`src/wg_map.svh`:
```
// Register offsets, reset values and timing figures of the waveform generators.
`ifndef WG_MAP_SVH
`define WG_MAP_SVH

// ----------------------------------------------------------------------------
// Register offsets (index of a 16-bit register on the plain register port)
// ----------------------------------------------------------------------------
`define WG_ADDR_W 3
`define WG_DATA_W 16
`define WG_OFS_SYM_HALF 3'h0
`define WG_OFS_PLS_HIGH 3'h1
`define WG_OFS_PLS_LOW 3'h2
`define WG_OFS_RND_HIGH 3'h3
`define WG_OFS_RND_LOW 3'h4
`define WG_OFS_STATUS 3'h5

// ----------------------------------------------------------------------------
// Reset values of the span registers, in timebase ticks
// ----------------------------------------------------------------------------
`define WG_SPAN_RST 16'h0064
`define WG_ZERO16 16'h0000
`define WG_ONE16 16'h0001

// ----------------------------------------------------------------------------
// Status register field positions
// ----------------------------------------------------------------------------
`define WG_ST_SYM_OUT 0
`define WG_ST_PLS_OUT 1
`define WG_ST_RND_OUT 2
`define WG_ST_RND_LO 3
`define WG_ST_RND_HI 4
`define WG_ST_SYM_EN 5
`define WG_ST_PLS_EN 6
`define WG_ST_RND_EN 7

// ----------------------------------------------------------------------------
// Timebase: one tick every 10 ms at a 50 ns clock
// ----------------------------------------------------------------------------
`define WG_CLK_PERIOD_NS 50
`define WG_TICK_NS 10000000
`define WG_TICK_CYC (`WG_TICK_NS / `WG_CLK_PERIOD_NS)
`define WG_TICK_W 18
`define WG_TICK_ZERO 18'h00000
`define WG_TICK_ONE 18'h00001

// ----------------------------------------------------------------------------
// Pseudo-random source
// ----------------------------------------------------------------------------
`define WG_LFSR_SEED 16'hace1
`define WG_LFSR_TAPS 16'hb400

`endif

```
`src/wg_pkg.sv`:
```
// Types shared by the waveform generator design files.
`default_nettype none
package wg_pkg;

  typedef enum logic [1:0]
  {
    WG_RND_IDLE = 2'b00,
    WG_RND_ON_WAIT = 2'b01,
    WG_RND_OFF_WAIT = 2'b10
  } wg_rnd_state_t;

endpackage
`default_nettype wire

```
`src/wg_lfsr.sv`:
```
// Free-running 16-bit pseudo-random source with a registered output.
`timescale 1ns/1ps
`default_nettype none
`include "wg_map.svh"

module wg_lfsr
(
  // Clock and reset
  input wire logic clk_i,
  input wire logic rst_n_i,
  // Random word
  output logic [15:0] rnd_o
);

  logic [15:0] lfsr_r;
  logic [15:0] lfsr_nxt;

  always_comb
  begin
    if (lfsr_r[0])
    begin
      lfsr_nxt = (lfsr_r >> 1) ^ `WG_LFSR_TAPS;
    end
    else
    begin
      lfsr_nxt = lfsr_r >> 1;
    end
  end

  always_ff @(posedge clk_i or negedge rst_n_i)
  begin
    if (!rst_n_i)
    begin
      lfsr_r <= `WG_LFSR_SEED;
    end
    else
    begin
      lfsr_r <= lfsr_nxt;
    end
  end

  assign rnd_o = lfsr_r;

endmodule
`default_nettype wire

```
`src/wg_top.sv`:
```
// Symmetric clock, asynchronous pulse and random generators on one timebase.
//
// Summary of operation
// - Symmetric clock runs only while enabled.
// - Symmetric output alternates, each level half_period.
// - Symmetric clock stops when enable drops.
// - Pulse generator active only while enabled.
// - Pulse output high_span high, low_span low.
// - Invert input acts only while pulse enabled.
// - Enable rise starts random on delay.
// - On delay expiry sets output if enabled.
// - Enable fall aborts on delay, output unchanged.
// - Enable fall starts random off delay.
// - Off delay expiry clears output if disabled.
// - Enable rise aborts off delay, output unchanged.
// - Delay timers restart from zero after power-up.
`timescale 1ns/1ps
`default_nettype none
`include "wg_map.svh"

module wg_top
#(
  parameter int unsigned TICK_CYC = `WG_TICK_CYC
)
(
  // Clock and reset
  input wire logic clk_i,
  input wire logic rst_n_i,
  // Register port
  input wire logic [`WG_ADDR_W-1:0] reg_addr_i,
  input wire logic [`WG_DATA_W-1:0] reg_wdata_i,
  input wire logic reg_wr_i,
  input wire logic reg_rd_i,
  output logic [`WG_DATA_W-1:0] reg_rdata_o,
  // Symmetric clock generator
  input wire logic sym_en_i,
  output logic sym_out_o,
  // Asynchronous pulse generator
  input wire logic pls_en_i,
  input wire logic pls_inv_i,
  output logic pls_out_o,
  // Random generator
  input wire logic rnd_en_i,
  output logic rnd_out_o
);

  // --------------------------------------------------------------------------
  // Helper functions
  // --------------------------------------------------------------------------

  // True when one more tick completes a span; a span of zero acts as one tick.
  function automatic logic span_done(input logic [15:0] cnt, input logic [15:0] lim);
    logic [16:0] next_cnt;
    next_cnt = {1'b0, cnt} + 17'h00001;
    return next_cnt >= {1'b0, lim};
  endfunction

  // Scales a random word into 0..span inclusive.
  function automatic logic [15:0] scale_rnd(input logic [15:0] rnd, input logic [15:0] span);
    logic [32:0] prod;
    prod = {17'h00000, rnd} * ({17'h00000, span} + 33'h000000001);
    return prod[31:16];
  endfunction

  // --------------------------------------------------------------------------
  // Configuration registers and register port
  // --------------------------------------------------------------------------

  logic [15:0] sym_half_r, sym_half_nxt;
  logic [15:0] pls_high_r, pls_high_nxt;
  logic [15:0] pls_low_r, pls_low_nxt;
  logic [15:0] rnd_high_r, rnd_high_nxt;
  logic [15:0] rnd_low_r, rnd_low_nxt;
  logic [15:0] rdata_r, rdata_nxt;
  logic [15:0] status;

  logic sym_out_r;
  logic pls_out_r;
  logic rnd_out_r;
  wg_pkg::wg_rnd_state_t rnd_st_r;

  always_comb
  begin
    status = `WG_ZERO16;
    status[`WG_ST_SYM_OUT] = sym_out_r;
    status[`WG_ST_PLS_OUT] = pls_out_r;
    status[`WG_ST_RND_OUT] = rnd_out_r;
    status[`WG_ST_RND_LO] = rnd_st_r[0];
    status[`WG_ST_RND_HI] = rnd_st_r[1];
    status[`WG_ST_SYM_EN] = sym_en_i;
    status[`WG_ST_PLS_EN] = pls_en_i;
    status[`WG_ST_RND_EN] = rnd_en_i;
  end

  always_comb
  begin
    sym_half_nxt = sym_half_r;
    pls_high_nxt = pls_high_r;
    pls_low_nxt = pls_low_r;
    rnd_high_nxt = rnd_high_r;
    rnd_low_nxt = rnd_low_r;
    rdata_nxt = `WG_ZERO16;
    if (reg_wr_i)
    begin
      if (reg_addr_i == `WG_OFS_SYM_HALF)
      begin
        sym_half_nxt = reg_wdata_i;
      end
      else if (reg_addr_i == `WG_OFS_PLS_HIGH)
      begin
        pls_high_nxt = reg_wdata_i;
      end
      else if (reg_addr_i == `WG_OFS_PLS_LOW)
      begin
        pls_low_nxt = reg_wdata_i;
      end
      else if (reg_addr_i == `WG_OFS_RND_HIGH)
      begin
        rnd_high_nxt = reg_wdata_i;
      end
      else if (reg_addr_i == `WG_OFS_RND_LOW)
      begin
        rnd_low_nxt = reg_wdata_i;
      end
    end
    if (reg_rd_i)
    begin
      if (reg_addr_i == `WG_OFS_SYM_HALF)
      begin
        rdata_nxt = sym_half_r;
      end
      else if (reg_addr_i == `WG_OFS_PLS_HIGH)
      begin
        rdata_nxt = pls_high_r;
      end
      else if (reg_addr_i == `WG_OFS_PLS_LOW)
      begin
        rdata_nxt = pls_low_r;
      end
      else if (reg_addr_i == `WG_OFS_RND_HIGH)
      begin
        rdata_nxt = rnd_high_r;
      end
      else if (reg_addr_i == `WG_OFS_RND_LOW)
      begin
        rdata_nxt = rnd_low_r;
      end
      else if (reg_addr_i == `WG_OFS_STATUS)
      begin
        rdata_nxt = status;
      end
    end
  end

  always_ff @(posedge clk_i or negedge rst_n_i)
  begin
    if (!rst_n_i)
    begin
      sym_half_r <= `WG_SPAN_RST;
      pls_high_r <= `WG_SPAN_RST;
      pls_low_r <= `WG_SPAN_RST;
      rnd_high_r <= `WG_SPAN_RST;
      rnd_low_r <= `WG_SPAN_RST;
      rdata_r <= `WG_ZERO16;
    end
    else
    begin
      sym_half_r <= sym_half_nxt;
      pls_high_r <= pls_high_nxt;
      pls_low_r <= pls_low_nxt;
      rnd_high_r <= rnd_high_nxt;
      rnd_low_r <= rnd_low_nxt;
      rdata_r <= rdata_nxt;
    end
  end

  // --------------------------------------------------------------------------
  // Shared timebase
  // --------------------------------------------------------------------------

  logic [`WG_TICK_W-1:0] tick_cnt_r, tick_cnt_nxt;
  logic tick;

  assign tick = (tick_cnt_r == `WG_TICK_W'(TICK_CYC - 1));

  always_comb
  begin
    if (tick)
    begin
      tick_cnt_nxt = `WG_TICK_ZERO;
    end
    else
    begin
      tick_cnt_nxt = tick_cnt_r + `WG_TICK_ONE;
    end
  end

  always_ff @(posedge clk_i or negedge rst_n_i)
  begin
    if (!rst_n_i)
    begin
      tick_cnt_r <= `WG_TICK_ZERO;
    end
    else
    begin
      tick_cnt_r <= tick_cnt_nxt;
    end
  end

  // --------------------------------------------------------------------------
  // Symmetric clock generator
  // --------------------------------------------------------------------------

  logic [15:0] sym_cnt_r, sym_cnt_nxt;
  logic sym_out_nxt;

  always_comb
  begin
    sym_cnt_nxt = sym_cnt_r;
    sym_out_nxt = sym_out_r;
    if (!sym_en_i)
    begin
      sym_cnt_nxt = `WG_ZERO16;
      sym_out_nxt = 1'b0;
    end
    else if (tick)
    begin
      if (span_done(sym_cnt_r, sym_half_r))
      begin
        sym_cnt_nxt = `WG_ZERO16;
        sym_out_nxt = ~sym_out_r;
      end
      else
      begin
        sym_cnt_nxt = sym_cnt_r + `WG_ONE16;
      end
    end
  end

  always_ff @(posedge clk_i or negedge rst_n_i)
  begin
    if (!rst_n_i)
    begin
      sym_cnt_r <= `WG_ZERO16;
      sym_out_r <= 1'b0;
    end
    else
    begin
      sym_cnt_r <= sym_cnt_nxt;
      sym_out_r <= sym_out_nxt;
    end
  end

  // --------------------------------------------------------------------------
  // Asynchronous pulse generator
  // --------------------------------------------------------------------------

  logic [15:0] pls_cnt_r, pls_cnt_nxt;
  logic pls_phase_r, pls_phase_nxt;
  logic pls_out_nxt;

  always_comb
  begin
    pls_cnt_nxt = pls_cnt_r;
    pls_phase_nxt = pls_phase_r;
    if (!pls_en_i)
    begin
      pls_cnt_nxt = `WG_ZERO16;
      pls_phase_nxt = 1'b1;
    end
    else if (tick)
    begin
      if (span_done(pls_cnt_r, pls_phase_r ? pls_high_r : pls_low_r))
      begin
        pls_cnt_nxt = `WG_ZERO16;
        pls_phase_nxt = ~pls_phase_r;
      end
      else
      begin
        pls_cnt_nxt = pls_cnt_r + `WG_ONE16;
      end
    end
    // The invert input only matters while the generator runs.
    pls_out_nxt = pls_en_i & (pls_phase_nxt ^ pls_inv_i);
  end

  always_ff @(posedge clk_i or negedge rst_n_i)
  begin
    if (!rst_n_i)
    begin
      pls_cnt_r <= `WG_ZERO16;
      pls_phase_r <= 1'b1;
      pls_out_r <= 1'b0;
    end
    else
    begin
      pls_cnt_r <= pls_cnt_nxt;
      pls_phase_r <= pls_phase_nxt;
      pls_out_r <= pls_out_nxt;
    end
  end

  // --------------------------------------------------------------------------
  // Random generator
  // --------------------------------------------------------------------------

  logic [15:0] rnd_word;
  logic rnd_en_q_r;
  logic rnd_rise;
  logic rnd_fall;
  logic [15:0] rnd_cnt_r, rnd_cnt_nxt;
  logic [15:0] rnd_dly_r, rnd_dly_nxt;
  logic rnd_out_nxt;
  wg_pkg::wg_rnd_state_t rnd_st_nxt;

  wg_lfsr u_lfsr
  (
    .clk_i(clk_i),
    .rst_n_i(rst_n_i),
    .rnd_o(rnd_word)
  );

  assign rnd_rise = rnd_en_i & ~rnd_en_q_r;
  assign rnd_fall = ~rnd_en_i & rnd_en_q_r;

  always_comb
  begin
    rnd_st_nxt = rnd_st_r;
    rnd_cnt_nxt = rnd_cnt_r;
    rnd_dly_nxt = rnd_dly_r;
    rnd_out_nxt = rnd_out_r;
    if (rnd_rise)
    begin
      // A rise also abandons a pending off delay without touching the output.
      rnd_st_nxt = wg_pkg::WG_RND_ON_WAIT;
      rnd_cnt_nxt = `WG_ZERO16;
      rnd_dly_nxt = scale_rnd(rnd_word, rnd_high_r);
    end
    else if (rnd_fall)
    begin
      // A fall also abandons a pending on delay without touching the output.
      rnd_st_nxt = wg_pkg::WG_RND_OFF_WAIT;
      rnd_cnt_nxt = `WG_ZERO16;
      rnd_dly_nxt = scale_rnd(rnd_word, rnd_low_r);
    end
    else
    begin
      case (rnd_st_r)
        wg_pkg::WG_RND_ON_WAIT:
        begin
          if (rnd_cnt_r >= rnd_dly_r)
          begin
            rnd_out_nxt = 1'b1;
            rnd_st_nxt = wg_pkg::WG_RND_IDLE;
            rnd_cnt_nxt = `WG_ZERO16;
          end
          else if (tick)
          begin
            rnd_cnt_nxt = rnd_cnt_r + `WG_ONE16;
          end
        end
        wg_pkg::WG_RND_OFF_WAIT:
        begin
          if (rnd_cnt_r >= rnd_dly_r)
          begin
            rnd_out_nxt = 1'b0;
            rnd_st_nxt = wg_pkg::WG_RND_IDLE;
            rnd_cnt_nxt = `WG_ZERO16;
          end
          else if (tick)
          begin
            rnd_cnt_nxt = rnd_cnt_r + `WG_ONE16;
          end
        end
        default:
        begin
          rnd_st_nxt = wg_pkg::WG_RND_IDLE;
        end
      endcase
    end
  end

  always_ff @(posedge clk_i or negedge rst_n_i)
  begin
    if (!rst_n_i)
    begin
      rnd_st_r <= wg_pkg::WG_RND_IDLE;
      rnd_cnt_r <= `WG_ZERO16;
      rnd_dly_r <= `WG_ZERO16;
      rnd_out_r <= 1'b0;
      rnd_en_q_r <= 1'b0;
    end
    else
    begin
      rnd_st_r <= rnd_st_nxt;
      rnd_cnt_r <= rnd_cnt_nxt;
      rnd_dly_r <= rnd_dly_nxt;
      rnd_out_r <= rnd_out_nxt;
      rnd_en_q_r <= rnd_en_i;
    end
  end

  // --------------------------------------------------------------------------
  // Outputs
  // --------------------------------------------------------------------------

  assign reg_rdata_o = rdata_r;
  assign sym_out_o = sym_out_r;
  assign pls_out_o = pls_out_r;
  assign rnd_out_o = rnd_out_r;

endmodule
`default_nettype wire

```
`config.mk`:
```
export PLATFORM = sky130hd
export DESIGN_NAME = wg_top
export DESIGN_NICKNAME = d
export VERILOG_FILES = /design/src/wg_pkg.sv /design/src/wg_lfsr.sv /design/src/wg_top.sv
export VERILOG_INCLUDE_DIRS = /design/src
export SDC_FILE = /design/constraint.sdc
export NUM_CORES = 2
export LEC_CHECK = 0
export BUFFER_PORTS_ARGS = -buffer_cell sky130_fd_sc_hd__buf_2
export CAP_MARGIN = 15
export CORE_MARGIN = 10
export CORE_UTILIZATION = 50
export DETAILED_ROUTE_END_ITERATION = 8
export PLACE_DENSITY_LB_ADDON = 0.12
export SLEW_MARGIN = 20
export SYNTH_ARGS = -nofsm -noshare
export SYNTH_HDL_FRONTEND = slang
export SYNTH_HIERARCHICAL = 1
export SYNTH_SLANG_ARGS = --single-unit
```
`constraint.sdc`:
```
create_clock -name clk_i -period 7.75 [get_ports clk_i]
set_input_delay 0.3875 -clock clk_i [delete_from_list [all_inputs] [get_ports clk_i]]
set_output_delay 0.3875 -clock clk_i [all_outputs]
set_load 0.02 [all_outputs]
```
==> summary.txt <==
Route
  – Post-DR vias/cell: around 5.4
  – Drt pass-1 iters: 6
  – Drt wl/cell: roughly 19 um
  – Vias: slightly above 20k
  – Post-route ant nets: 0
  – Final WL: slightly above 70,000 um
  – DRT iter0 DRCs: roughly 1.1k
  – DRC: 0

Setup path
  – WP data required: between 8 and 9 ns
  – CP endpoint kind: flip-flop
  – Crit path kind: flip-flop to flip-flop
  – Setup slack, reg-to-reg: roughly 0.25 ns
  – Startpoint types: flip-flop
  – Slowest CP cell: fa_1
  – CP Data Arrival Time: between 7 and 8 ns
  – CP most frequent cell: fa_1
  – Critical R2R Capture: rnd_dly_r[10]$_DFFE_PN0N_
  – FF-to-FF path depth: 26
  – Worst stage delay on the critical path: between 0.5 and 0.6 ns
  – CP max FO: 7
  – RR Startpoint: rnd_low_r[2]$_DFFE_PN1P_

Hold path
  – Worst Hold Path EP: rnd_en_q_r$_DFF_PN0_
  – HP Start: rnd_en_i
  – Hold Path Depth: 1
  – Hold Path Class: input port to flip-flop

STA
  – Worst Tran Pin Value: about 1 ns
  – Final period utilization: 0.968
  – Rel. slew slack: 0.330
  – Final min period: around 7.5 ns
  – Hold_ws: 0.0873 ns
  – Setup violations, final: 0
  – Layout Skew: between 0.03 and 0.04 ns
  – Fin. max-slew vios: 0
  – Final Worst Setup Slack: around 0.25 ns
  – Final Hold Viols: 0
  – Fmax achieved: 133 MHz

Placed design
  – GP Congestion: a little over 0.9
  – Placement Setup Slack: -0.111 ns
  – DP Wirelength: roughly 57,000 um
  – IO Port Bufs: 45

Yosys
  – Yosys reg bits: roughly 200
  – Post-synthesis sequential area ratio: 0.182
  – Mapped Area: about 28,000 um^2
  – EDFF count, synth: 0
  – Area leader, netlist: fa_1
  – Synth Net Count: roughly 3.7k
  – Main synth FF type: dfrtp_1
  – Yosys cell types: 69
  – Cells after Synth: around 3k
  – Top cell type's share of synthesized area: 0.297
  – Yosys Warn Count: 6
  – Post-synth ARST share: 1.00
  – Area contributors post-synth: fa_1 30%, dfrtp_1 16%, ha_1 11%
  – Syn avg cell area: ~9.3 um^2

Floorplan
  – Starting Density: 0.504
  – Die area: 65,300 um^2
  – Core Area: between 50,000 and 60,000 um^2
  – Die W: between 200 and 300 um
  – Die H: between 200 and 300 um
  – # IOs: 46
  – Row Count: 86

Clock tree
  – CTS tree: yes
  – Clk Latency, worst-skew pair: roughly 0.56 ns
  – H-Tree Depth: 1
  – Clock Tree Buf Depth: 3
  – Clock root buffer: clkbuf_16
  – CTS sink cnt: ~200
  – Clock transition at path regs: around 0.06 ns
  – CTS Buf Count: 24

Global route
  – Antenna violations before repair: 0
  – Pin count of the biggest net entering global routing: a little under 80
  – Congestion Overflow GR: 0
  – Vias in the first global route: approximately 21k
  – First-pass GRT wire length: between 100,000 and 150,000 um
  – Tot GR Track Use: 0.221

Pwr
  – PD cells: about 110 nW/um^2
  – Leak Pwr: 15.5 nW
  – Maximum VDD drop: 0.173 mV

Finish
  – ANT cells: 0
  – Share of layout cells above drive strength 1: 0.105
  – P&R area growth vs syn: 8.28%
  – Final net count: ~3.7k

Run
  – Max-cap violations: 0

Run status
  – Status: finished, final reports clean
## what timing repair did
item | 4_1_cts | 5_1_grt
hold buffers | 1 | 0
gates resized for setup | 2 | 33
endpoints found under the setup margin | 4 | 12
pin swaps | 0 | 14
hold endpoints to repair | 45 | 0
buffers inserted | 0 | 9
## sequential cells by signal, indices dropped and copies added, names as in the netlist
name          flops
pls_cnt_r        16
pls_high_r       16
pls_low_r        16
pls_out_o         1
pls_phase_r       1
reg_rdata_o      16
rnd_cnt_r        16
rnd_dly_r        16
rnd_en_q_r        1
rnd_high_r       16
rnd_low_r        16
rnd_out_o         1
rnd_st_r          2
sym_cnt_r        16
sym_half_r       16
sym_out_o         1
tick_cnt_r       18
u_lfsr/rnd_o     16
## critical path, delay by kind of cell (launching register included)
family | cells | cell delay, ns
DFF | 1 | 0.52
and+or+nand+nor | 7 | 1.06
AOI/OAI and AO/OA | 7 | 1.50
buffers and inverters | 4 | 0.59
xor gates and xnor gates | 1 | 0.33
adders and majority gates | 7 | 3.36
## cell usage in the layout, fill, tap and decap left out, types with 20 or more instances in the layout
cell	Yosys	layout
and2_1	249	248
clkbuf_16	0	24
nand2_1	382	382
xor2_1	44	43
fa_1	412	412
mux2i_1	33	33
buf_2	1	44
a21o_1	34	33
nor2_1	89	85
and3_1	23	20
nand3_1	51	49
buf_4	13	86
dfrtp_1	177	174
ha_1	254	251
nor2b_1	47	47
o21ai_0	66	66
mux2_2	66	66
dfstp_2	24	24
a21oi_1	70	67
nand4_1	30	30
xnor2_1	72	69
inv_1	516	516
## final cells by class
| cell class | count | area, um^2 |
|---|---|---|
| Fill cell | 4919 | 25000 |
| Multi-Input combinational cell | 2105 | 20300 |
| Sequential cell | 201 | 5060 |
| Inverter | 517 | 1940 |
| Timing Repair Buffer | 144 | 1090 |
| Tap cell | 748 | 936 |
| Clock buffer | 38 | 663 |
| Clock inverter | 6 | 45.0 |
## power breakdown
| group | internal, W | leakage, nW | switching, W |
|---|---|---|---|
| combinational | 0.000348 | 12.6 | 0.000611 |
| clock | 0.000587 | 0.345 | 0.000454 |
| sequential | 0.00118 | 2.54 | 0.000128 |
## through the flow
stage / utilization / setup TNS (ns) / power (W) / instances / area (um^2)
6_report: 0.546 / 0 / 0.00331 / 3759 / 30000
5_1_grt: 0.546 / -0.0114 / 0.00347 / 3759 / 30000
4_1_cts: 0.542 / 0 / 0.00331 / 3750 / 29800
3_5_place_dp: 0.529 / -0.286 / 0.00225 / 3705 / 29100
3_3_place_gp: 0.529 / 0 / 0.00223 / 3705 / 29100
2_1_floorplan: - / 0 / 0.00177 / 2967 / 27700
## worst max-delay path by stage
stage | startpoint | end | slack (ns)
after global routing | rnd_low_r[6]$_DFFE_PN1P_ | rnd_dly_r[12]$_DFFE_PN0N_ | -0.009
after global placement | rnd_low_r[2]$_DFFE_PN1P_ | rnd_dly_r[10]$_DFFE_PN0N_ | 0.03
after floorplan | rnd_high_r[0]$_DFFE_PN0P_ | rnd_dly_r[12]$_DFFE_PN0N_ | 0.40
final | rnd_low_r[2]$_DFFE_PN1P_ | rnd_dly_r[10]$_DFFE_PN0N_ | 0.25
after detailed placement | rnd_low_r[2]$_DFFE_PN1P_ | rnd_dly_r[10]$_DFFE_PN0N_ | -0.11
after CTS | rnd_low_r[6]$_DFFE_PN1P_ | rnd_dly_r[12]$_DFFE_PN0N_ | 0.02
## metal layers
metal  vias up  routed length (um)  GRT usage  share of wire
met3        93                4210     0.0323          0.058
met5         -                   0          0              0
met2       543               35300      0.379           0.49
li1       9329                   -          -              -
met1     10432               31000      0.289           0.43
met4         0                1930     0.0574          0.027
## synthesized netlist by cell type, drive strengths merged (34+ instances only)
| cell type | instances |
|---|---|
| a21o | 34 |
| a21oi | 71 |
| and2 | 249 |
| clkbuf | 123 |
| dfrtp | 177 |
| fa | 412 |
| ha | 254 |
| inv | 516 |
| mux2 | 66 |
| nand2 | 382 |
| nand3 | 51 |
| nor2 | 91 |
| nor2b | 47 |
| o21ai | 68 |
| xnor2 | 72 |
| xor2 | 44 |
## kinds of logic (layout without fill, tap and decap cells)
kind of cell,after synthesis,count (layout),share of synthesized area
multiplexers,106,106,0.0444
AND/OR/NAND/NOR,944,944,0.169
buffers and inverters,661,705,0.0916
AO/OA/AOI/OAI,272,272,0.0630
XOR/XNOR,117,117,0.0374
flip-flops,201,201,0.182
adder cells (fa/ha/maj),666,666,0.412
Note: power is estimated with default switching activity, not from simulation.
